File: config.mk
export PLATFORM = sky130hd
export DESIGN_NAME = rfre_top
export DESIGN_NICKNAME = d
export VERILOG_FILES = /design/src/inc/rfre_pkg.sv /design/src/rtl/rfre_dma_sort.sv /design/src/rtl/rfre_irq_sort.sv /design/src/rtl/rfre_top.sv
export SDC_FILE = /design/constraint.sdc
export NUM_CORES = 1
export LEC_CHECK = 0
export ABC_CLOCK_PERIOD_IN_PS = 6600
export BUFFER_PORTS_ARGS = -buffer_cell sky130_fd_sc_hd__buf_2
export CORE_MARGIN = 2
export CORE_UTILIZATION = 57
export CTS_CLUSTER_DIAMETER = 200
export DETAILED_ROUTE_END_ITERATION = 8
export PLACE_DENSITY = 0.93
export SLEW_MARGIN = 20
export SYNTH_ARGS = -nofsm -noshare
export SYNTH_HDL_FRONTEND = slang
export SYNTH_HIERARCHICAL = 1
export SYNTH_SLANG_ARGS = --single-unit
File: constraint.sdc
create_clock -name CLOCK -period 6.6 [get_ports CLOCK]
set_input_delay 1.65 -clock CLOCK [delete_from_list [all_inputs] [get_ports CLOCK]]
set_output_delay 1.65 -clock CLOCK [all_outputs]
set_load 0.02 [all_outputs]
File: src/inc/rfre_pkg.sv
// Package: fault reason codes, register map and request carriers
// What this block does
// - Reserved bit set in a readable or writable page entry gives code Ch.
// - Translation type in a present context entry forbidding request gives Dh.
// - Reserved field set in a remappable interrupt gives code 20h.
// - Interrupt index above the configured table size limit gives 21h.
// - Selected interrupt map entry not present gives code 22h.
// - Error fetching from the interrupt table base gives code 23h.
// - Present map entry with nonzero reserved bits gives code 24h.
// - Compat interrupt with extended mode on or compat disallowed gives 25h.
// - Failed source identifier check on a present entry gives code 26h.
// - Root entry not present for a DMA request gives code 1h.
`default_nettype none
package rfre_pkg;
  // ==========================================================
  // Reason codes
  localparam logic [7:0] RFRE_CODE_NONE = 8'h00;
  localparam logic [7:0] RFRE_CODE_ROOT_ABSENT = 8'h01;
  localparam logic [7:0] RFRE_CODE_PTE_RSVD = 8'h0C;
  localparam logic [7:0] RFRE_CODE_TT_BLOCK = 8'h0D;
  localparam logic [7:0] RFRE_CODE_IRQ_RSVD = 8'h20;
  localparam logic [7:0] RFRE_CODE_IDX_RANGE = 8'h21;
  localparam logic [7:0] RFRE_CODE_ENTRY_ABSENT = 8'h22;
  localparam logic [7:0] RFRE_CODE_TABLE_ERR = 8'h23;
  localparam logic [7:0] RFRE_CODE_ENTRY_RSVD = 8'h24;
  localparam logic [7:0] RFRE_CODE_COMPAT_BLOCK = 8'h25;
  localparam logic [7:0] RFRE_CODE_SRC_FAIL = 8'h26;
  // ==========================================================
  // Register offsets
  localparam logic [7:0] RFRE_OFS_CTRL = 8'h00;
  localparam logic [7:0] RFRE_OFS_TBASE = 8'h04;
  localparam logic [7:0] RFRE_OFS_STATUS = 8'h08;
  localparam logic [7:0] RFRE_OFS_MASK = 8'h0C;
  localparam logic [7:0] RFRE_OFS_LAST = 8'h10;
  localparam logic [7:0] RFRE_OFS_COUNT = 8'h14;
  // ==========================================================
  // Field positions
  localparam int RFRE_CTRL_COMPAT_FORMAT_ALLOWED_STATUS_BIT = 0;
  localparam int RFRE_TBASE_SIZE_LSB = 0;
  localparam int RFRE_TBASE_EXTENDED_IRQ_MODE_ENABLE_BIT = 11;
  localparam int RFRE_TBASE_ADDR_LSB = 12;
  localparam int RFRE_ST_DMA_BIT = 0;
  localparam int RFRE_ST_IRQ_BIT = 1;
  localparam int RFRE_LAST_DMA_LSB = 0;
  localparam int RFRE_LAST_IRQ_LSB = 8;
  // ==========================================================
  // Reset values
  localparam logic RFRE_RST_COMPAT_FORMAT_ALLOWED_STATUS = 1'b0;
  localparam logic RFRE_RST_EXTENDED_IRQ_MODE_ENABLE = 1'b0;
  localparam logic [3:0] RFRE_RST_SIZE = 4'h0;
  localparam logic [19:0] RFRE_RST_ADDR = 20'h0_0000;
  localparam logic [1:0] RFRE_RST_STATUS = 2'h0;
  localparam logic [1:0] RFRE_RST_MASK = 2'h0;
  localparam logic [15:0] RFRE_RST_COUNT = 16'h0000;
  // ==========================================================
  // Request carriers
  typedef struct packed {
    logic valid;
    logic root_present;
    logic context_present;
    logic tt_forbids;
    logic pte_rw_any;
    logic pte_rsvd_set;
  } rfre_dma_req_t;
  typedef struct packed {
    logic valid;
    logic remappable;
    logic rsvd_field_set;
    logic [15:0] index;
    logic table_access_err;
    logic entry_present;
    logic entry_rsvd_set;
    logic source_check_fail;
  } rfre_irq_req_t;
  typedef struct packed {
    logic valid;
    logic [7:0] code;
  } rfre_fault_t;
endpackage
`default_nettype wire

File: src/rtl/rfre_dma_sort.sv
// DMA fault priority encoder
`timescale 1ns/1ps
`default_nettype none
module rfre_dma_sort
  import rfre_pkg::*;
(
  input wire rfre_dma_req_t req,
  output logic hit,
  output logic [7:0] code
);
  // ==========================================================
  // Root first: without it no later entry was ever read
  always_comb begin
    hit = 1'b0;
    code = RFRE_CODE_NONE;
    if (req.valid) begin
      if (!req.root_present) begin
        hit = 1'b1;
        code = RFRE_CODE_ROOT_ABSENT;
      end else if (req.context_present && req.tt_forbids) begin
        hit = 1'b1;
        code = RFRE_CODE_TT_BLOCK;
      end else if (req.pte_rw_any && req.pte_rsvd_set) begin
        hit = 1'b1;
        code = RFRE_CODE_PTE_RSVD;
      end
    end
  end
endmodule
`default_nettype wire

File: src/rtl/rfre_irq_sort.sv
// Interrupt remapping fault priority encoder
`timescale 1ns/1ps
`default_nettype none
module rfre_irq_sort
  import rfre_pkg::*;
(
  input wire rfre_irq_req_t req,
  input wire logic [15:0] max_index,
  input wire logic extended_irq_mode_enable,
  input wire logic compat_format_allowed_status,
  output logic hit,
  output logic [7:0] code
);
  // ==========================================================
  // Fetch error outranks entry checks: the entry is unusable
  always_comb begin
    hit = 1'b0;
    code = RFRE_CODE_NONE;
    if (req.valid) begin
      hit = 1'b1;
      if (!req.remappable) begin
        if (extended_irq_mode_enable || !compat_format_allowed_status) begin
          code = RFRE_CODE_COMPAT_BLOCK;
        end else begin
          hit = 1'b0;
        end
      end else if (req.rsvd_field_set) begin
        code = RFRE_CODE_IRQ_RSVD;
      end else if (req.index > max_index) begin
        code = RFRE_CODE_IDX_RANGE;
      end else if (req.table_access_err) begin
        code = RFRE_CODE_TABLE_ERR;
      end else if (!req.entry_present) begin
        code = RFRE_CODE_ENTRY_ABSENT;
      end else if (req.entry_rsvd_set) begin
        code = RFRE_CODE_ENTRY_RSVD;
      end else if (req.source_check_fail) begin
        code = RFRE_CODE_SRC_FAIL;
      end else begin
        hit = 1'b0;
      end
    end
  end
endmodule
`default_nettype wire

File: src/rtl/rfre_top.sv
// Fault reason encoder top: classifiers, fault outputs, APB registers
//
// The APB slave port and the placing of the registers were left to the implementer.
`timescale 1ns/1ps
`default_nettype none
module rfre_top
  import rfre_pkg::*;
(
  input wire logic CLOCK,
  input wire logic RSTN,
  input wire logic PSEL,
  input wire logic PENABLE,
  input wire logic PWRITE,
  input wire logic [7:0] PADDR,
  input wire logic [31:0] PWDATA,
  output logic [31:0] PRDATA,
  output logic PREADY,
  output logic PSLVERR,
  input wire rfre_dma_req_t DMA_REQ,
  input wire rfre_irq_req_t IRQ_REQ,
  output rfre_fault_t DMA_FAULT,
  output rfre_fault_t IRQ_FAULT,
  output logic [19:0] TABLE_BASE,
  output logic IRQ
);

  // ==========================================================
  // Declarations
  logic pready_r;
  logic pslverr_r;
  logic [31:0] prdata_r;
  logic [31:0] prdata_nxt;
  logic addr_ok;
  logic acc_end;
  logic wr_ctrl;
  logic wr_tbase;
  logic wr_status;
  logic wr_mask;
  logic compat_format_allowed_status_r;
  logic extended_irq_mode_enable_r;
  logic [3:0] size_r;
  logic [19:0] addr_r;
  logic [1:0] status_r;
  logic [1:0] status_nxt;
  logic [1:0] mask_r;
  logic [7:0] last_dma_r;
  logic [7:0] last_irq_r;
  logic [15:0] count_r;
  logic [15:0] count_nxt;
  logic irq_r;
  logic [15:0] max_index;
  logic dma_hit;
  logic [7:0] dma_code;
  logic irq_hit;
  logic [7:0] irq_code;
  logic dma_code_ok;
  logic irq_code_ok;
  rfre_fault_t dma_fault_r;
  rfre_fault_t irq_fault_r;
  logic [1:0] event_set;

  // ==========================================================
  // Classifiers
  rfre_dma_sort u_dma_sort (
    .req(DMA_REQ),
    .hit(dma_hit),
    .code(dma_code)
  );

  rfre_irq_sort u_irq_sort (
    .req(IRQ_REQ),
    .max_index(max_index),
    .extended_irq_mode_enable(extended_irq_mode_enable_r),
    .compat_format_allowed_status(compat_format_allowed_status_r),
    .hit(irq_hit),
    .code(irq_code)
  );

  // Table holds 2^(size+1) entries
  assign max_index = 16'hFFFF >> (4'hF - size_r);

  // ==========================================================
  // Code guard: only the codes of its own group leave a channel
  // A classifier slip must never surface as a reserved code
  always_comb begin
    dma_code_ok = 1'b0;
    unique case (dma_code)
      RFRE_CODE_ROOT_ABSENT: begin
        dma_code_ok = 1'b1;
      end
      RFRE_CODE_PTE_RSVD: begin
        dma_code_ok = 1'b1;
      end
      RFRE_CODE_TT_BLOCK: begin
        dma_code_ok = 1'b1;
      end
      default: begin
        dma_code_ok = 1'b0;
      end
    endcase
  end

  always_comb begin
    irq_code_ok = 1'b0;
    unique case (irq_code)
      RFRE_CODE_IRQ_RSVD: begin
        irq_code_ok = 1'b1;
      end
      RFRE_CODE_IDX_RANGE: begin
        irq_code_ok = 1'b1;
      end
      RFRE_CODE_ENTRY_ABSENT: begin
        irq_code_ok = 1'b1;
      end
      RFRE_CODE_TABLE_ERR: begin
        irq_code_ok = 1'b1;
      end
      RFRE_CODE_ENTRY_RSVD: begin
        irq_code_ok = 1'b1;
      end
      RFRE_CODE_COMPAT_BLOCK: begin
        irq_code_ok = 1'b1;
      end
      RFRE_CODE_SRC_FAIL: begin
        irq_code_ok = 1'b1;
      end
      default: begin
        irq_code_ok = 1'b0;
      end
    endcase
  end

  // ==========================================================
  // Fault outputs, one cycle after the request
  // Separate DMA and interrupt channels so neither is lost
  always_ff @(posedge CLOCK or negedge RSTN) begin
    if (!RSTN) begin
      dma_fault_r <= '0;
    end else begin
      dma_fault_r.valid <= dma_hit && dma_code_ok;
      dma_fault_r.code <= (dma_hit && dma_code_ok) ? dma_code : RFRE_CODE_NONE;
    end
  end

  always_ff @(posedge CLOCK or negedge RSTN) begin
    if (!RSTN) begin
      irq_fault_r <= '0;
    end else begin
      irq_fault_r.valid <= irq_hit && irq_code_ok;
      irq_fault_r.code <= (irq_hit && irq_code_ok) ? irq_code : RFRE_CODE_NONE;
    end
  end

  assign event_set = {irq_fault_r.valid, dma_fault_r.valid};

  // ==========================================================
  // Last reported codes
  always_ff @(posedge CLOCK or negedge RSTN) begin
    if (!RSTN) begin
      last_dma_r <= RFRE_CODE_NONE;
    end else if (dma_fault_r.valid) begin
      last_dma_r <= dma_fault_r.code;
    end
  end

  always_ff @(posedge CLOCK or negedge RSTN) begin
    if (!RSTN) begin
      last_irq_r <= RFRE_CODE_NONE;
    end else if (irq_fault_r.valid) begin
      last_irq_r <= irq_fault_r.code;
    end
  end

  // ==========================================================
  // Fault counter, wraps at 16 bits
  always_comb begin
    count_nxt = count_r;
    if (event_set == 2'h3) begin
      count_nxt = count_r + 16'h0002;
    end else if (event_set != 2'h0) begin
      count_nxt = count_r + 16'h0001;
    end
  end

  always_ff @(posedge CLOCK or negedge RSTN) begin
    if (!RSTN) begin
      count_r <= RFRE_RST_COUNT;
    end else begin
      count_r <= count_nxt;
    end
  end

  // ==========================================================
  // APB handshake: one wait state, answer registered
  assign acc_end = PSEL && PENABLE && pready_r;

  always_comb begin
    addr_ok = 1'b0;
    unique case (PADDR)
      RFRE_OFS_CTRL: begin
        addr_ok = 1'b1;
      end
      RFRE_OFS_TBASE: begin
        addr_ok = 1'b1;
      end
      RFRE_OFS_STATUS: begin
        addr_ok = 1'b1;
      end
      RFRE_OFS_MASK: begin
        addr_ok = 1'b1;
      end
      RFRE_OFS_LAST: begin
        addr_ok = 1'b1;
      end
      RFRE_OFS_COUNT: begin
        addr_ok = 1'b1;
      end
      default: begin
        addr_ok = 1'b0;
      end
    endcase
  end

  always_ff @(posedge CLOCK or negedge RSTN) begin
    if (!RSTN) begin
      pready_r <= 1'b0;
    end else begin
      pready_r <= PSEL && PENABLE && !pready_r;
    end
  end

  always_ff @(posedge CLOCK or negedge RSTN) begin
    if (!RSTN) begin
      pslverr_r <= 1'b0;
    end else begin
      pslverr_r <= PSEL && PENABLE && !pready_r && !addr_ok;
    end
  end

  // ==========================================================
  // Write strobes, effective at the edge that samples PREADY
  // Read-only registers ignore writes without error
  assign wr_ctrl = acc_end && PWRITE && (PADDR == RFRE_OFS_CTRL);
  assign wr_tbase = acc_end && PWRITE && (PADDR == RFRE_OFS_TBASE);
  assign wr_status = acc_end && PWRITE && (PADDR == RFRE_OFS_STATUS);
  assign wr_mask = acc_end && PWRITE && (PADDR == RFRE_OFS_MASK);

  // ==========================================================
  // Control and table base
  always_ff @(posedge CLOCK or negedge RSTN) begin
    if (!RSTN) begin
      compat_format_allowed_status_r <= RFRE_RST_COMPAT_FORMAT_ALLOWED_STATUS;
    end else if (wr_ctrl) begin
      compat_format_allowed_status_r <= PWDATA[RFRE_CTRL_COMPAT_FORMAT_ALLOWED_STATUS_BIT];
    end
  end

  always_ff @(posedge CLOCK or negedge RSTN) begin
    if (!RSTN) begin
      extended_irq_mode_enable_r <= RFRE_RST_EXTENDED_IRQ_MODE_ENABLE;
      size_r <= RFRE_RST_SIZE;
      addr_r <= RFRE_RST_ADDR;
    end else if (wr_tbase) begin
      extended_irq_mode_enable_r <= PWDATA[RFRE_TBASE_EXTENDED_IRQ_MODE_ENABLE_BIT];
      size_r <= PWDATA[RFRE_TBASE_SIZE_LSB +: 4];
      addr_r <= PWDATA[RFRE_TBASE_ADDR_LSB +: 20];
    end
  end

  // ==========================================================
  // Sticky status, write one to clear; a new event wins
  always_comb begin
    status_nxt = status_r;
    if (wr_status) begin
      status_nxt = status_r & ~PWDATA[1:0];
    end
    status_nxt = status_nxt | event_set;
  end

  always_ff @(posedge CLOCK or negedge RSTN) begin
    if (!RSTN) begin
      status_r <= RFRE_RST_STATUS;
    end else begin
      status_r <= status_nxt;
    end
  end

  always_ff @(posedge CLOCK or negedge RSTN) begin
    if (!RSTN) begin
      mask_r <= RFRE_RST_MASK;
    end else if (wr_mask) begin
      mask_r <= PWDATA[1:0];
    end
  end

  // Level interrupt, updated on the same edge as status
  always_ff @(posedge CLOCK or negedge RSTN) begin
    if (!RSTN) begin
      irq_r <= 1'b0;
    end else begin
      irq_r <= |(status_nxt & mask_r);
    end
  end

  // ==========================================================
  // Read data, captured in the wait cycle
  always_comb begin
    prdata_nxt = 32'h0000_0000;
    unique case (PADDR)
      RFRE_OFS_CTRL: begin
        prdata_nxt[RFRE_CTRL_COMPAT_FORMAT_ALLOWED_STATUS_BIT] = compat_format_allowed_status_r;
      end
      RFRE_OFS_TBASE: begin
        prdata_nxt[RFRE_TBASE_SIZE_LSB +: 4] = size_r;
        prdata_nxt[RFRE_TBASE_EXTENDED_IRQ_MODE_ENABLE_BIT] = extended_irq_mode_enable_r;
        prdata_nxt[RFRE_TBASE_ADDR_LSB +: 20] = addr_r;
      end
      RFRE_OFS_STATUS: begin
        prdata_nxt[RFRE_ST_DMA_BIT] = status_r[0];
        prdata_nxt[RFRE_ST_IRQ_BIT] = status_r[1];
      end
      RFRE_OFS_MASK: begin
        prdata_nxt[1:0] = mask_r;
      end
      RFRE_OFS_LAST: begin
        prdata_nxt[RFRE_LAST_DMA_LSB +: 8] = last_dma_r;
        prdata_nxt[RFRE_LAST_IRQ_LSB +: 8] = last_irq_r;
      end
      RFRE_OFS_COUNT: begin
        prdata_nxt[15:0] = count_r;
      end
      default: begin
        prdata_nxt = 32'h0000_0000;
      end
    endcase
  end

  always_ff @(posedge CLOCK or negedge RSTN) begin
    if (!RSTN) begin
      prdata_r <= 32'h0000_0000;
    end else if (PSEL && PENABLE && !pready_r && !PWRITE) begin
      prdata_r <= prdata_nxt;
    end else begin
      prdata_r <= 32'h0000_0000;
    end
  end

  // ==========================================================
  // Outputs
  assign PRDATA = prdata_r;
  assign PREADY = pready_r;
  assign PSLVERR = pslverr_r;
  assign DMA_FAULT = dma_fault_r;
  assign IRQ_FAULT = irq_fault_r;
  assign TABLE_BASE = addr_r;
  assign IRQ = irq_r;

endmodule
`default_nettype wire

### Word-level counts from Yosys, hierarchy flattened

Index checks and enable logic that the tools add are counted.

* flip-flop bits (word level): 115
* bits of input ports: 74
* output and inout port bits: 73

* $add $sub $neg: 3
* $lt $le $gt $ge: 1
* equal/unequal tests: 16
* shifts and indexed selects: 1
* muxes and demuxes: 41
* bitwise operators: 4
* reduce and logical (&&, ||, !) cells: 26

Operators by type and width (number)
* $mux 8: 12
* $eq 8x6->1 const B: 7
* $mux 16: 3
* $eq 8x4->1 const B: 4
* $mux 32: 1
* $add 16x1->16 const B: 1
* $add 16x2->16 const B: 1
* $eq 8x5->1 const B: 2
* $gt 16x16->1: 1
* $mux 1: 16
* $shr 16x4->16 const A: 1
* $pmux 5 s3: 1
* $logic_and 1x1->1: 14
* $pmux 7 s2: 1
* $mux 6: 2
* $eq 8x1->1 const B: 1
* $eq 8x3->1 const B: 1
* $logic_not 8->1: 1
* $reduce_or 7->1: 1
* $pmux 1 s6: 1
* $pmux 2 s3: 1
* $reduce_or 6->1: 1
* $pmux 1 s5: 1
* $and 2x2->2: 2
* other kinds (11): 15

### Depth between registers and ports, before layout

* word-level depth: 13
* mapped depth: 15
* gate-level depth less buffers: 14

### Hierarchy

Netlist, hierarchy kept.

By module, submodules not included
* rfre_top: times used 1, cells an instance 356, area each 4769.6 um^2, seq. area each 2877.8 um^2
* rfre_irq_sort: times used 1, cells an instance 78, area each 578.1 um^2, seq. area each 0.0 um^2
* rfre_dma_sort: times used 1, cells an instance 13, area each 86.3 um^2, seq. area each 0.0 um^2

### Least setup slack after synthesis

Ideal clock, no wire load.

* path type: input to register
* start: in IRQ_REQ[19] in the netlist's numbering
* end: reg irq_fault_r (netlist bit IRQ_FAULT[0])
* setup time: 0.067 ns
* data arrival time: 3.582 ns
* required time: 6.533 ns
* slack: 2.952 ns
* stages on the path: 10
* path buffers: 0
* cell sequence: ha_1 nand4_2 nor4_4 a22o_2 o32ai_4 a41oi_1 nor4b_1 nand3b_1 a31oi_1 and2_1

RTL lines
* start, declared: RTL line rfre_top.sv:20 `input wire rfre_irq_req_t IRQ_REQ,`
* $gt 16x16->1: RTL line rfre_irq_sort.sv:29 `end else if (req.index > max_index) begin`
* $mux 1: RTL line rfre_irq_sort.sv:29
* $mux 1: RTL line rfre_irq_sort.sv:27 `end else if (req.rsvd_field_set) begin`
* $mux 1: RTL line rfre_irq_sort.sv:21 `if (!req.remappable) begin`
* $mux 1: RTL line rfre_irq_sort.sv:19 `if (req.valid) begin`
* named net irq_hit: RTL line rfre_top.sv:54 `logic irq_hit;`
* $logic_and 1x1->1: RTL line rfre_top.sv:150 `irq_fault_r.code <= (irq_hit && irq_code_ok) ? irq_code : RFRE_CODE_NONE;`
* $mux 8: RTL line rfre_top.sv:150
* end, declared: RTL line rfre_top.sv:59 `rfre_fault_t irq_fault_r;`

The timed path passes the listed nets, and every way through them passes these cells.
A chain may end at the register's enable or synchronous reset.

### Final worst setup path

Same ends and word-level chain as after synthesis.

==> impl_metrics.env <==
export IMPL_status="finished, final reports clean"
export IMPL_fin_area_um2=6810
export IMPL_path_clk_slew_ns=0.06
export IMPL_numCtsBuffers=17
export IMPL_h_tree_depth=4
export IMPL_clock_skew_ns=0.00846
export IMPL_slowest_delay_ns=0.34
export IMPL_grt_usage=0.253
export IMPL_fp_coreArea_um2=9240
export IMPL_dpl_instance_area_um2=6210
export IMPL_worst_path_max_delay_cell="nor4_4"
export IMPL_hold_slack_ns=0.475
export IMPL_leakagePower_nw=3.64
export IMPL_area_growth_pct=25.3
export IMPL_ios=147
export IMPL_path_buf_inv=1
export IMPL_firstDrtPassIters=4
export IMPL_fill_cells=622
export IMPL_grt_pass1_wl_um=19900
export IMPL_power_density_nw_per_um2=260
export IMPL_synth_seq_area_share=0.530
export IMPL_hpwlAfterDp_um=8610
export IMPL_p_comb_frac=0.068
export IMPL_cts_hold_buf=0
export IMPL_finalCritPeriodShare=0.539
export IMPL_worstSkewPairLatency_ns=0.51
export IMPL_start_kind="input pin"
export IMPL_ir_worst_vdd_mv=0.198
export IMPL_drtIter0Drc=100
export IMPL_synthFlopType="dfrtp_1"
export IMPL_hold_viol=0
export IMPL_maxCapViolCount=0
export IMPL_arrival_ns=4.00
export IMPL_report_final_slew_viol_count=0
export IMPL_initial_utilization=0.588
export IMPL_r2r_start="size_r[3]"
export IMPL_met3_usage=0.0642
export IMPL_detail_route_wl_per_cell_um=16.9
export IMPL_yosysWarnings=6
export IMPL_swShare=0.237
export IMPL_hp_class="register to register"
export IMPL_cp_num_cells=11
export IMPL_insertedDiodeCount=0
export IMPL_ff_latch_area_um2=2880
export IMPL_cts_tree="done"
export IMPL_clkPwrFrac=0.515
export IMPL_die_height_um=102
export IMPL_setup_tns_ns=0
export IMPL_intPower_w=0.00135
export IMPL_layout_drive_gt1_share=0.392
export IMPL_syn_inst=447
export IMPL_antenna_left=0
export IMPL_pwr_share_seq=0.417
export IMPL_root_buffer="clkbuf_8"
export IMPL_cts_resized=0
export IMPL_drt_wl_total_um=12400
export IMPL_clock_sinks=115
export IMPL_met2_usage=0.459
export IMPL_yosys_register_bits=115
export IMPL_worstPathMaxFanout=5
export IMPL_grt_pass1_vias=4123
export IMPL_synth_area_um2=5430
export IMPL_switchingPower_w=0.000420
export IMPL_port_buffers=139
export IMPL_endpoint_kind="register"
export IMPL_drc=0
export IMPL_worstHoldPathCells=1
export IMPL_multiInputGateArea_um2=2350
export IMPL_die_area_um2=10300
export IMPL_nets=690
export IMPL_reg2reg_depth=13
export IMPL_synth_edff_count=0
export IMPL_grt_setup_unrepaired="false"
export IMPL_ys_types=62
export IMPL_setup_violations=0
export IMPL_max_slew_margin=0.463
export IMPL_startpoint="IRQ_REQ[19]"
export IMPL_cpLargestDelayFamily="simple AND/OR/NAND/NOR gates"
export IMPL_hp_start="count_r[15]"
export IMPL_crit_type="input pin to register"
export IMPL_grt_overflow=0
export IMPL_antenna_found_initial=0
export IMPL_vias=3960
export IMPL_required_ns=7.05
export IMPL_grt_use_met1=0.288
export IMPL_max_freq_mhz=281
export IMPL_die_width_um=102
export IMPL_path_cells="buf_2, ha_1, nand4_2, nor4_4, a22o_2, o32ai_4, a41oi_1, nor4b_1, nand3b_1, a31oi_1, and2_1"
export IMPL_grt_max_degree=60
export IMPL_rows=35
export IMPL_post_route_min_period_ns=3.56
export IMPL_gp_congestion=0.823
export IMPL_syn_area_per_cell_um2=12.2
export IMPL_async_flop_share=1.00
export IMPL_clock_path_buffers=2
export IMPL_tightest_slew_ns=0.800
export IMPL_post_cts_buffers=0
export IMPL_vias_per_cell=5.37
export IMPL_grt_busiest_layer="met2"
per-stage QoR:
stage	setup WS [ns]	std cells	power, W	util
2_1_floorplan	2.95	462	0.000816	-
3_3_place_gp	2.66	706	0.000862	0.672
3_5_place_dp	2.53	706	0.000870	0.672
4_1_cts	3.06	738	0.00178	0.737
5_1_grt	2.85	738	0.00183	0.737
6_report	3.04	738	0.00177	0.737
layout by cell type (no fill, tap or decap), drive strengths merged, types with 2 or more instances in the layout:
| cell type | netlist | final |
|---|---|---|
| buf | 15 | 141 |
| dfrtp | 115 | 115 |
| mux2 | 53 | 53 |
| nor2 | 34 | 34 |
| inv | 27 | 29 |
| nand2 | 20 | 20 |
| ha | 20 | 20 |
| conb | 4 | 19 |
| and3 | 18 | 18 |
| clkbuf | 11 | 17 |
| a21oi | 12 | 12 |
| xnor2 | 10 | 10 |
| mux2i | 9 | 9 |
| nand3 | 8 | 8 |
| o21ai | 8 | 8 |
| nand4 | 8 | 8 |
| a22oi | 7 | 7 |
| and2 | 6 | 6 |
| clkinv | 1 | 6 |
| nor3 | 5 | 5 |
| o21a | 5 | 5 |
| clkinvlp | 0 | 5 |
| nor2b | 4 | 4 |
| a22o | 4 | 4 |
| nor4 | 4 | 4 |
| nor4b | 3 | 3 |
| xor2 | 3 | 3 |
| bufinv | 0 | 3 |
| or3 | 2 | 2 |
| a31oi | 2 | 2 |
| nor3b | 2 | 2 |
| a21o | 2 | 2 |
| a21boi | 2 | 2 |
| nand2b | 2 | 2 |
| a211oi | 2 | 2 |
| a41oi | 2 | 2 |
| or4 | 2 | 2 |
flip-flops by register name (all words and copies together) (netlist names):
register and flops:
extended_irq_mode_enable_r 1, IRQ 1, IRQ_FAULT 9, PREADY 1
last_irq_r 8, TABLE_BASE 20, size_r 4, count_r 16
last_dma_r 8, PSLVERR 1, mask_r 2, PRDATA 32
status_r 2, DMA_FAULT 9, compat_format_allowed_status_r 1
cells in the mapped netlist, drive strengths merged (2+ instances only):
library cell,number,share of area
inv,27,0.019
ha,20,0.046
and2,6,0.0069
nor2b,4,0.0046
buf,15,0.020
a31oi,2,0.0023
nand2,20,0.014
mux2,53,0.12
nor4b,3,0.0048
xnor2,10,0.016
and3,18,0.021
a41oi,2,0.0032
o21a,5,0.0069
nand2b,2,0.0023
xor2,3,0.0048
a22o,4,0.0067
a211oi,2,0.0028
a21oi,12,0.011
o21ai,8,0.0074
mux2i,9,0.017
nand4,8,0.014
nand3,8,0.0074
dfrtp,115,0.53
clkbuf,11,0.0076
or3,2,0.0023
conb,4,0.0028
nor2,34,0.026
a21boi,2,0.0028
or4,2,0.0035
nor3,5,0.0046
nor4,4,0.010
nor3b,2,0.0028
a22oi,7,0.0097
a21o,2,0.0028
cell type report:
cell class                 count  area share
clock buffer                  17      0.0608
clock inverter                15      0.0266
inverter                      28      0.0154
multi-input combinational    293       0.346
sequential                   115       0.423
tap                          129      0.0237
timing repair buffer         141       0.105
power groups by stage:
stage / clock network, W / logic [W] / registers (W)
after detailed placement: 0 / 0.000120 / 0.000750
after CTS: 0.000921 / 0.000122 / 0.000738
after floorplan: 0 / 0.0000646 / 0.000751
after global routing: 0.000956 / 0.000136 / 0.000740
after global placement: 0 / 0.000113 / 0.000748
final: 0.000912 / 0.000121 / 0.000738
final timing paths:
| check | endpoint | slack, ns |
|---|---|---|
| worst max register to register | IRQ_FAULT[0] | 3.38 |
| worst max-delay path | IRQ_FAULT[0] | 3.04 |
| worst min-delay path | count_r[15] | 0.47 |
| max in group asynchronous | PRDATA[2] | 4.20 |
| worst min register to register | count_r[15] | 0.47 |
| min in group asynchronous | TABLE_BASE[7] | 1.17 |
metal layers:
layer	part of all wire	wire length (um)
met1	0.39	4830
met2	0.53	6610
met3	0.062	773
met4	0.019	233
met5	0	0
logic make-up after synthesis:
| kind of cell | Yosys count | share of synthesized area |
|---|---|---|
| other cells | 4 | 0.00276 |
| mux | 63 | 0.144 |
| simple gates | 124 | 0.136 |
| flops | 115 | 0.530 |
| compound gates | 54 | 0.0730 |
| fa+ha+maj | 20 | 0.0461 |
| buf+inv | 54 | 0.0474 |
| xor+xnor | 13 | 0.0210 |
(Power assumes the default switching activity.)
